--- src/include/pmc_pkg.sv ---
`default_nettype none
package pmc_pkg;
    // ****************************************
    // Power modes and operating states
    // ****************************************
    typedef enum logic [1:0] {
        PM_ACTIVE = 2'b00,
        PM_SLEEP = 2'b01,
        PM_DEEP = 2'b10,
        PM_WAKE = 2'b11
    } powerMode_t;

    typedef enum logic [1:0] {
        OP_BOOT = 2'b00,
        OP_USER = 2'b01,
        OP_PRIV = 2'b10,
        OP_DEBUG = 2'b11
    } opState_t;

    // Protection modes, open is the only one allowing debug
    localparam logic [1:0] PROT_OPEN = 2'h0;

    // ****************************************
    // Wakeup source bit positions
    // ****************************************
    localparam int WK_GPIO = 0;
    localparam int WK_LPCOMP = 1;
    localparam int WK_SERIAL = 2;
    localparam int WK_WDOG = 3;
    localparam int WK_WIDTH = 4;

    // ****************************************
    // Timing
    // ****************************************
    localparam int CLK_PERIOD_NS = 20;
    localparam int ACQUIRE_WINDOW_NS = 2000;
    localparam int ACQUIRE_CYCLES = ACQUIRE_WINDOW_NS / CLK_PERIOD_NS;
    localparam int OSC_START_NS = 1000;
    localparam int OSC_START_CYCLES = (OSC_START_NS + CLK_PERIOD_NS - 1) / CLK_PERIOD_NS;

    // Clock and supply enables that travel together
    typedef struct packed {
        logic cpuClkEn;
        logic highFreqClockEn;
        logic systemBusClockEn;
        logic mainOscEn;
        logic highSpeedPeriphEn;
        logic activeRegEn;
        logic sramRetain;
        logic cpuRetain;
    } powerCtl_t;

    localparam powerCtl_t CTL_ACTIVE = 8'hFC;
endpackage
`default_nettype wire

--- src/verilog/power_mode_controller.sv ---
// Overview of operation
// - Privileged state entered only by system call; runs fixed ROM code.
// - Leaving privileged state returns to user state.
// - Debug access is blocked while privileged.
// - Debug state entered only if debugger connects in reset acquire window.
// - Debug state allowed only when protection setting is open.
// - Three power modes: Active, Sleep, Deep-Sleep, decreasing power.
// - Active: CPU clocked, peripherals powered unless software disables them.
// - Sleep: CPU clock gated, SRAM retained, peripherals keep running.
// - Any enabled interrupt wakes Sleep back to Active.
// - Deep-Sleep: high and system clocks stopped, CPU/SRAM/fast logic retained.
// - Deep-Sleep: main oscillator and fast peripherals off, deep regulator only.
// - Deep-Sleep: low-speed and watch oscillators may optionally keep running.
// - Deep-Sleep: clockless or externally clocked peripherals keep operating.
// - Only GPIO, comparator, serial block and watchdog wake Deep-Sleep.
// - Reset pin or brownout returns Active from any mode.
// - Retained blocks keep state and resume on return to Active.
// - Wait-for-interrupt enters Sleep if select is 0, Deep-Sleep if 1.
// - Deep-Sleep before regulator ready goes Sleep, then Deep-Sleep automatically.
// - Reset without acquire enters boot with interrupts off, then user.
`default_nettype none
module power_mode_controller
    import pmc_pkg::*;
#(
    parameter int ACQ_CYCLES = ACQUIRE_CYCLES,
    parameter int OSC_CYCLES = OSC_START_CYCLES
) (
    // Clock and reset
    input wire logic mclk,
    input wire logic sys_rst,
    // Reset causes
    input wire logic externalResetPin,
    input wire logic brownoutReset,
    // CPU requests
    input wire logic waitForInterrupt,
    input wire logic deepSleepSelect,
    input wire logic systemCall,
    input wire logic privExit,
    input wire logic bootDone,
    // Debug port
    input wire logic debugConnect,
    input wire logic debugReq,
    input wire logic [1:0] protMode,
    // Wakeup and oscillator status
    input wire logic [WK_WIDTH-1:0] deepWakeIrq,
    input wire logic anyEnabledIrq,
    input wire logic deepRegulatorReady,
    input wire logic lowSpeedOscKeep,
    input wire logic watchCrystalOscKeep,
    // Controls
    output powerCtl_t powerCtl,
    output logic lowSpeedOscEn,
    output logic watchCrystalOscEn,
    output logic irqEnable,
    output logic debugGrant,
    output logic romExec,
    // Status
    output powerMode_t powerMode,
    output opState_t opState
);

    // ****************************************
    // Shared state
    // ****************************************
    powerMode_t powerMode_r;
    powerMode_t powerMode_nxt;
    opState_t opState_r;
    opState_t opState_nxt;
    logic [15:0] acqCnt_r;
    logic [15:0] oscCnt_r;
    logic inAcquire;
    logic fullReset;
    logic deepWake;
    logic deepPend_r;

    // ****************************************
    // Helpers
    // ****************************************
    // Deep-Sleep may be entered only once the deep regulator reports ready
    function automatic logic deepAllowed(input logic wantDeep, input logic regReady);
        return wantDeep && regReady;
    endfunction

    // Full restart on reset pin or brownout
    assign fullReset = sys_rst | externalResetPin | brownoutReset;
    assign inAcquire = acqCnt_r != 16'h0000;
    // Only low-speed and asynchronous sources count in Deep-Sleep
    assign deepWake = |deepWakeIrq;

    // ****************************************
    // Acquire window after reset
    // ****************************************
    // Counts down the debugger acquire window from the end of reset
    always_ff @(posedge mclk) begin
        if (fullReset) begin
            acqCnt_r <= ACQ_CYCLES[15:0];
        end else if (inAcquire) begin
            acqCnt_r <= acqCnt_r - 16'h0001;
        end
    end

    // ****************************************
    // Operating state
    // ****************************************
    // Next operating state from CPU and debugger events
    always_comb begin
        opState_nxt = opState_r;
        unique case (opState_r)
            OP_BOOT: begin
                if (inAcquire && debugConnect && protMode == PROT_OPEN) begin
                    opState_nxt = OP_DEBUG;
                end else if (!inAcquire && bootDone) begin
                    opState_nxt = OP_USER;
                end
            end
            OP_USER: begin
                if (systemCall) begin
                    opState_nxt = OP_PRIV;
                end
            end
            OP_PRIV: begin
                if (privExit) begin
                    opState_nxt = OP_USER;
                end
            end
            OP_DEBUG: begin
                opState_nxt = OP_DEBUG;
            end
        endcase
    end

    // Operating state register
    always_ff @(posedge mclk) begin
        if (fullReset) begin
            opState_r <= OP_BOOT;
        end else begin
            opState_r <= opState_nxt;
        end
    end

    // Privilege, interrupt and debug outputs
    always_ff @(posedge mclk) begin
        if (fullReset) begin
            romExec <= 1'b1;
            irqEnable <= 1'b0;
            debugGrant <= 1'b0;
        end else begin
            romExec <= opState_nxt == OP_BOOT || opState_nxt == OP_PRIV;
            irqEnable <= opState_nxt != OP_BOOT;
            debugGrant <= debugReq && opState_nxt == OP_DEBUG;
        end
    end

    // ****************************************
    // Power mode
    // ****************************************
    // Next power mode from sleep requests and wakeups
    always_comb begin
        powerMode_nxt = powerMode_r;
        unique case (powerMode_r)
            PM_ACTIVE: begin
                if (waitForInterrupt) begin
                    if (deepAllowed(deepSleepSelect, deepRegulatorReady)) begin
                        powerMode_nxt = PM_DEEP;
                    end else begin
                        powerMode_nxt = PM_SLEEP;
                    end
                end
            end
            PM_SLEEP: begin
                if (anyEnabledIrq) begin
                    powerMode_nxt = PM_ACTIVE;
                end else if (deepAllowed(deepPend_r, deepRegulatorReady)) begin
                    powerMode_nxt = PM_DEEP;
                end
            end
            PM_DEEP: begin
                if (deepWake) begin
                    powerMode_nxt = PM_WAKE;
                end
            end
            PM_WAKE: begin
                if (oscCnt_r == 16'h0000) begin
                    powerMode_nxt = PM_ACTIVE;
                end
            end
        endcase
    end

    // Power mode register
    always_ff @(posedge mclk) begin
        if (fullReset) begin
            powerMode_r <= PM_ACTIVE;
        end else begin
            powerMode_r <= powerMode_nxt;
        end
    end

    // Sticky deep-sleep selection latched at sleep entry
    // The select line is a level from the core that may drop after the request,
    // so the wish for Deep-Sleep is kept here until Sleep is left
    always_ff @(posedge mclk) begin
        if (fullReset) begin
            deepPend_r <= 1'b0;
        end else if (powerMode_r == PM_ACTIVE && waitForInterrupt) begin
            deepPend_r <= deepSleepSelect;
        end else if (powerMode_nxt != PM_SLEEP) begin
            deepPend_r <= 1'b0;
        end
    end

    // Oscillator start-up timer during Deep-Sleep wake
    always_ff @(posedge mclk) begin
        if (fullReset) begin
            oscCnt_r <= 16'h0000;
        end else if (powerMode_nxt == PM_WAKE && powerMode_r == PM_DEEP) begin
            oscCnt_r <= OSC_CYCLES[15:0];
        end else if (oscCnt_r != 16'h0000) begin
            oscCnt_r <= oscCnt_r - 16'h0001;
        end
    end

    // ****************************************
    // Clock and supply controls
    // ****************************************
    // Per-mode clock gating and retention
    always_ff @(posedge mclk) begin
        if (fullReset) begin
            powerCtl <= CTL_ACTIVE;
            lowSpeedOscEn <= 1'b1;
            watchCrystalOscEn <= 1'b1;
        end else begin
            powerCtl <= CTL_ACTIVE;
            lowSpeedOscEn <= 1'b1;
            watchCrystalOscEn <= 1'b1;
            unique case (powerMode_nxt)
                PM_ACTIVE: begin
                    powerCtl <= CTL_ACTIVE;
                end
                PM_SLEEP: begin
                    powerCtl.cpuClkEn <= 1'b0;
                    powerCtl.sramRetain <= 1'b1;
                    powerCtl.cpuRetain <= 1'b1;
                end
                PM_DEEP: begin
                    powerCtl <= '0;
                    powerCtl.sramRetain <= 1'b1;
                    powerCtl.cpuRetain <= 1'b1;
                    lowSpeedOscEn <= lowSpeedOscKeep;
                    watchCrystalOscEn <= watchCrystalOscKeep;
                end
                PM_WAKE: begin
                    powerCtl.cpuClkEn <= 1'b0;
                    powerCtl.sramRetain <= 1'b1;
                    powerCtl.cpuRetain <= 1'b1;
                end
            endcase
        end
    end

    // Status outputs
    always_ff @(posedge mclk) begin
        if (fullReset) begin
            powerMode <= PM_ACTIVE;
            opState <= OP_BOOT;
        end else begin
            powerMode <= powerMode_nxt;
            opState <= opState_nxt;
        end
    end

endmodule
`default_nettype wire

--- config.mk ---
export PLATFORM = sky130hd
export DESIGN_NAME = power_mode_controller
export DESIGN_NICKNAME = d
export VERILOG_FILES = /design/src/include/pmc_pkg.sv /design/src/verilog/power_mode_controller.sv
export SDC_FILE = /design/constraint.sdc
export NUM_CORES = 1
export LEC_CHECK = 0
export BUFFER_PORTS_ARGS = -buffer_cell sky130_fd_sc_hd__buf_2
export CAP_MARGIN = 10
export CORE_ASPECT_RATIO = 0.8
export CORE_MARGIN = 1
export CORE_UTILIZATION = 55
export CTS_CLUSTER_DIAMETER = 150
export DETAILED_ROUTE_END_ITERATION = 10
export PLACE_DENSITY = 0.85
export SKIP_CTS_REPAIR_TIMING = 1
export SLEW_MARGIN = 25
export SYNTH_ARGS = -nofsm -noshare
export SYNTH_HDL_FRONTEND = slang
export SYNTH_SLANG_ARGS = --single-unit
--- constraint.sdc ---
create_clock -name mclk -period 2.58 [get_ports mclk]
set_clock_uncertainty 0.2 [all_clocks]
set_input_delay 0 -clock mclk [delete_from_list [all_inputs] [get_ports mclk]]
set_output_delay 0 -clock mclk [all_outputs]
set_load 0.01 [all_outputs]
# Word level (Yosys, flattened, before mapping)
# Cells that the tools add are included.
dict set report word_totals {
  register_bits 50
  latch_bits 0
  mem_bits_rw 0
  mem_bits_ro 0
  inputBits 21
  output_inout_bits 17
  elab_cells 80
  memories 0
}
dict set report op_classes {
  add_sub_neg 2
  mul 0
  div 0
  order_cmp 0
  n_eq_ne 12
  n_shift 0
  mux 19
  n_bitwise 3
  reduce_logical 25
}
# op count
set ops {}
lappend ops {{nonzero test 16 bit} 2}
lappend ops {{subtractor 16 x 1 -> 16 bit (second input constant)} 2}
lappend ops {{two-way mux 2 bit} 10}
lappend ops {{== test 2 bit (second input constant)} 8}
lappend ops {{logical NOT 16 bit} 1}
lappend ops {{case mux 2 bit (4 select lines)} 2}
lappend ops {{two-way mux 6 bit} 2}
lappend ops {{logical NOT 2 bit} 5}
lappend ops {{logical AND 1 bit} 8}
lappend ops {{== test 2 x 1 -> 1 bit (second input constant)} 3}
lappend ops {{nonzero test 2 bit} 3}
lappend ops {{two-way mux 5 bit} 1}
lappend ops {{case mux 2 bit (2 select lines)} 1}
lappend ops {{OR reduction 2 bit} 2}
lappend ops {{OR reduction 4 bit} 1}
lappend ops {{OR reduction 3 bit} 1}
lappend ops {{two-way mux 1 bit} 2}
lappend ops {{inequality test 2 x 1 -> 1 bit (second input constant)} 1}
lappend ops {{bitwise OR 1 bit} 2}
lappend ops {{case mux 1 bit (2 select lines)} 1}
lappend ops {{logical NOT 1 bit} 1}
lappend ops {{logical OR 1 bit} 1}
lappend ops {{NOT 1 bit} 1}

# Longest topological paths before layout
dict set report logic_depth {
  ltp_word 8
  mapped_depth 8
  depth_no_buf 8
}

# Worst setup path after synthesis
# OpenSTA, ideal clock, no wires.
dict set report synth_timing {
  kind {flip-flop to flip-flop}
  start {register acqCnt_r[0]}
  end {register irqEnable}
  setup_ns 0.120
  t_arrival_ns 1.682
  t_required_ns 2.260
  slack_ns 0.578
  stages_incl_launch_ff 8
  n_path_buf 0
  synth_period_minus_slack_ns 2.002
  path_cell_list {dfxtp_1 -> inv_1 -> ha_1 -> nor4b_2 -> nand4_2 -> a31o_1 -> and2_1 -> or2_1}
}
dict set report synth_between {
  elab_chain_len 7
}
# item line_no
set synth_rtl {}
lappend synth_rtl {{start: declaration} power_mode_controller.sv:69} ;# logic [15:0] acqCnt_r;
lappend synth_rtl {{start signal: assignment} power_mode_controller.sv:96} ;# acqCnt_r <= ACQ_CYCLES[15:0];
lappend synth_rtl {{start signal: assignment} power_mode_controller.sv:98} ;# acqCnt_r <= acqCnt_r - 16'h0001;
lappend synth_rtl {{nonzero test 16 bit (*)} power_mode_controller.sv:86} ;# assign inAcquire = acqCnt_r != 16'h0000;
lappend synth_rtl {{logical NOT 1 bit} power_mode_controller.sv:112} ;# end else if (!inAcquire && bootDone) begin
lappend synth_rtl {{logical AND 1 bit} power_mode_controller.sv:112}
lappend synth_rtl {{two-way mux 2 bit} power_mode_controller.sv:112}
lappend synth_rtl {{two-way mux 2 bit (*)} power_mode_controller.sv:110} ;# if (inAcquire && debugConnect && protMode == PROT_OPEN) begin
lappend synth_rtl {{case mux 2 bit (4 select lines) (*)} power_mode_controller.sv:108} ;# unique case (opState_r)
lappend synth_rtl {{nonzero test 2 bit (*)} power_mode_controller.sv:149} ;# irqEnable <= opState_nxt != OP_BOOT;
lappend synth_rtl {{end signal: assignment} power_mode_controller.sv:145} ;# irqEnable <= 1'b0;
lappend synth_rtl {{end signal: assignment} power_mode_controller.sv:149}
lappend synth_rtl {{end: declaration} power_mode_controller.sv:54} ;# output logic irqEnable,
# Every way passes the cells marked *; elsewhere a longest branch is shown, timed or not.
# A chain may end at the register's enable or synchronous reset.

# Final worst setup path
dict set report layout_timing {
  start {input port externalResetPin}
  end {register oscCnt_r[15]}
}
dict set report layout_between {
  elab_chain_len 3
}
# item line_no
set layout_rtl {}
lappend layout_rtl {{start: declaration} power_mode_controller.sv:32} ;# input wire logic externalResetPin,
lappend layout_rtl {{bitwise OR 1 bit (2 in a row)} power_mode_controller.sv:85} ;# assign fullReset = sys_rst | externalResetPin | brownoutReset;
lappend layout_rtl {{OR reduction 2 bit (no source line)} -}
lappend layout_rtl {{end signal: assignment} power_mode_controller.sv:217} ;# oscCnt_r <= OSC_CYCLES[15:0];
lappend layout_rtl {{end signal: assignment} power_mode_controller.sv:219} ;# oscCnt_r <= oscCnt_r - 16'h0001;
lappend layout_rtl {{end: declaration} power_mode_controller.sv:70} ;# logic [15:0] oscCnt_r;
# No other way between the ends.

==> reports/qor.csv <==
stage,metric,value,unit
floorplan,coreArea,3590,sq um
synth,seq_area_frac_synth,41.7,%
synth,postSynthCellCount,241,
synth,synth_ff_type,dfxtp_1,
final_layout,layout_common_cells,"45 x dfxtp_1, 37 x nor2_1, 37 x buf_2",
grt,grt_first_pass_wirelength,6930,microns
final_layout,diodes,0,
sta,worst_pin_slew,0.718,ns
synth,syn-num-nets,265,
final_layout,mostFrequentLayoutCell,dfxtp_1,
setup_path,crit_fanout,13,
synth,yosys_warnings,0,
setup_path,end_kind,flop,
setup_path,arrival,2.49,ns
final_layout,final_area,2570,sq um
cts,tritoncts,yes,
cts,numCtsBuffers,5,
floorplan,die_h,58.0,microns
cts,clk_path_buf_depth,2,
floorplan,start_util,60.1,%
setup_path,cp_slowest_stage_delay,0.60,ns
grt,grt_pass1_vias,1576,
detailed_routing,remaining_drc_errors,0,
detailed_routing,totalWireLength,4520,microns
setup_path,cp.required,2.64,ns
setup_path,criticalPathCategory,in2reg,
floorplan,fp.dieW,72.0,microns
grt,antenna_found_initial,0,
grt,grt_start_max_net_pins,22,
setup_path,path_delay_family,buffers and inverters,
sta,fin_ws,0.145,ns
outcome,run_status,"complete, but fails checks",
placed_design,portBuffers,37,
sta,min_period,2.44,ns
power,p_leak,1.06,nW
power,finalPower,0.00240,W
final_layout,area_growth,19.2,%
sta,setup_violations,0,
cts,cts_root_buf,clkbuf_8,
grt,gr-usage-all-layers,21.9,%
synth,synth_cell_types,47,
final_layout,final_util,71.7,%
cts,path_clk_slew,0.08,ns
detailed_routing,drt_iter0_markers,97,
placed_design,dp_hpwl,2980,microns
placed_design,pre_cts_ws,0.301,ns
synth,synth_top_cells_by_area,"dfxtp_1 42%, xor2_1 6.5%, nor2_1 6.4%",
run,cap_violations,0,
synth,synth-edff-count,0,
sta,hold_slack,-0.0237,ns
synth,ys_ff_latch,45,
min_path,min_path_type,in2reg,
sta,setup_tns,0,ns
sta,rsz0062_at_grt,no,
placed_design,place.gp.congestion,0.818,
setup_path,crit_chain,dlygate4sd3_1 -> buf_2 -> nor3_2 -> dlygate4sd3_1 -> buf_4 -> nand2_1 -> or4_1 -> nand2_1,
power,powerDensity,935,nW/um^2
sta,fmax,411,MHz
detailed_routing,detail-route-antenna-nets,0,
cts,cts_num_sinks,45,
synth,synth_top_area_share,41.7,%
sta,slew_headroom,52.1,%
outcome,failed_checks,hold timing,
synth,syn_avg_cell_area,8.96,sq um
floorplan,placementRows,19,
synth,async_flop_share,0,%
setup_path,critPathSlowestCell,or4_1,
setup_path,start_kind,input port,
placed_design,dpl_cell_area,2390,sq um
sta,drv_slew,0,
sta,finalCritPeriodShare,94.4,%
synth,synthesis.area,2160,sq um
detailed_routing,vias,1868,
sta,hold_viol,1,
cts,htreeDepth,2,
grt,grt_overflow_total,0,
power,max-vdd-ir-drop,0.000710,V
cts,clkLatencyLatePin,0.31,ns
detailed_routing,avgViaCountPerCell,5.46,
setup_path,crit_buf_inv,4,
floorplan,design.die.area,4180,sq um
floorplan,io_pins,38,
synth,synth_top_area_cell,dfxtp_1,
detailed_routing,routedWlPerCell,13.2,microns
detailed_routing,dr.pass1.iters,4,
final_layout,layout-drive-gt1-share,23.4,%
final_layout,final_nets,313,
==> cell usage after synthesis, types with 2 or more instances <==
library cell	n
clkbuf_1	4
nor3b_1	3
nand3_1	9
nor4_1	4
dfxtp_1	45
nor2_1	37
nor3_2	2
mux2_2	2
nand4_1	4
nor4b_2	2
ha_1	3
inv_1	6
a21oi_1	10
o2111ai_1	2
a211oi_1	2
buf_4	5
or3b_2	3
o22ai_1	2
nand4_2	2
or4_1	3
xnor2_1	7
and2_1	6
or2_1	3
xor2_1	16
nand2_1	17
nand2b_1	3
nor3_1	12
nand3b_1	2
or3_1	3
nor4_4	2
o21ai_0	4
==> flip-flops by register name, summed over array words and instances (netlist names) <==
name	flops
lowSpeedOscEn	1
watchCrystalOscEn	1
opState	2
debugGrant	1
powerMode	2
irqEnable	1
oscCnt_r	16
acqCnt_r	16
romExec	1
deepPend_r	1
powerCtl	3
==> final timing paths <==
check	startpoint	end	slack, ns	cells after the start
setup / recovery	externalResetPin	oscCnt_r[15]	0.14	8
hold / removal	bootDone	romExec	-0.02	4
setup reg to reg	oscCnt_r[0]	lowSpeedOscEn	0.27	7
hold reg to reg	acqCnt_r[9]	acqCnt_r[9]	0.31	2
==> area by class of cell <==
type | instances | area [sq um]
Clock buffer | 6 | 82.6
Clock inverter | 2 | 13.8
Fill cell | 250 | 1020
Inverter | 7 | 26.3
Multi-Input combinational cell | 180 | 1180
Sequential cell | 45 | 901
Tap cell | 52 | 65.1
Timing Repair Buffer | 50 | 305
==> cell families after synthesis <==
family / count (synthesis) / share of synthesized area (%)
AO/OA/AOI/OAI: 28 / 8.64
XOR/XNOR: 23 / 9.33
multiplexers: 3 / 1.51
buffers and inverters: 16 / 3.65
AND/OR/NAND/NOR: 123 / 33.4
flip-flops: 45 / 41.7
adder cells (fa/ha/maj): 3 / 1.74
==> where the power goes <==
| group | leakage [nW] | total, W | switching, W | internal, W |
|---|---|---|---|---|
| Clock | 0.0512 | 0.000464 | 0.000247 | 0.000217 |
| Combinational | 0.643 | 0.00111 | 0.000606 | 0.000502 |
| Sequential | 0.365 | 0.000833 | 0.0000782 | 0.000754 |
| Total | 1.06 | 0.00240 | 0.000931 | 0.00147 |
==> routing by layer <==
metal | global-route usage [%] | part of all wire (%) | vias to the layer above
li1 | - | - | 945
met2 | 29.4 | 43 | 58
met3 | 5.04 | 5.2 | 8
met4 | 11.8 | 2.0 | 0
met5 | 0 | 0 | -
met1 | 32.4 | 50 | 857
==> worst min-delay path: stages <==
cell and delay [ns]:
buf_2 0.08, nor3_1 0.04, mux2i_1 0.13, o2111ai_1 0.16
==> per-stage QoR <==
stage,cells,hold WS [ns]
6_report,342,-0.0237
5_1_grt,342,0.0197
4_1_cts,333,-0.338
3_5_place_dp,325,-0.0163
3_3_place_gp,325,-0.0197
2_1_floorplan,241,-0.100
Power figures use the tool's default switching activity.
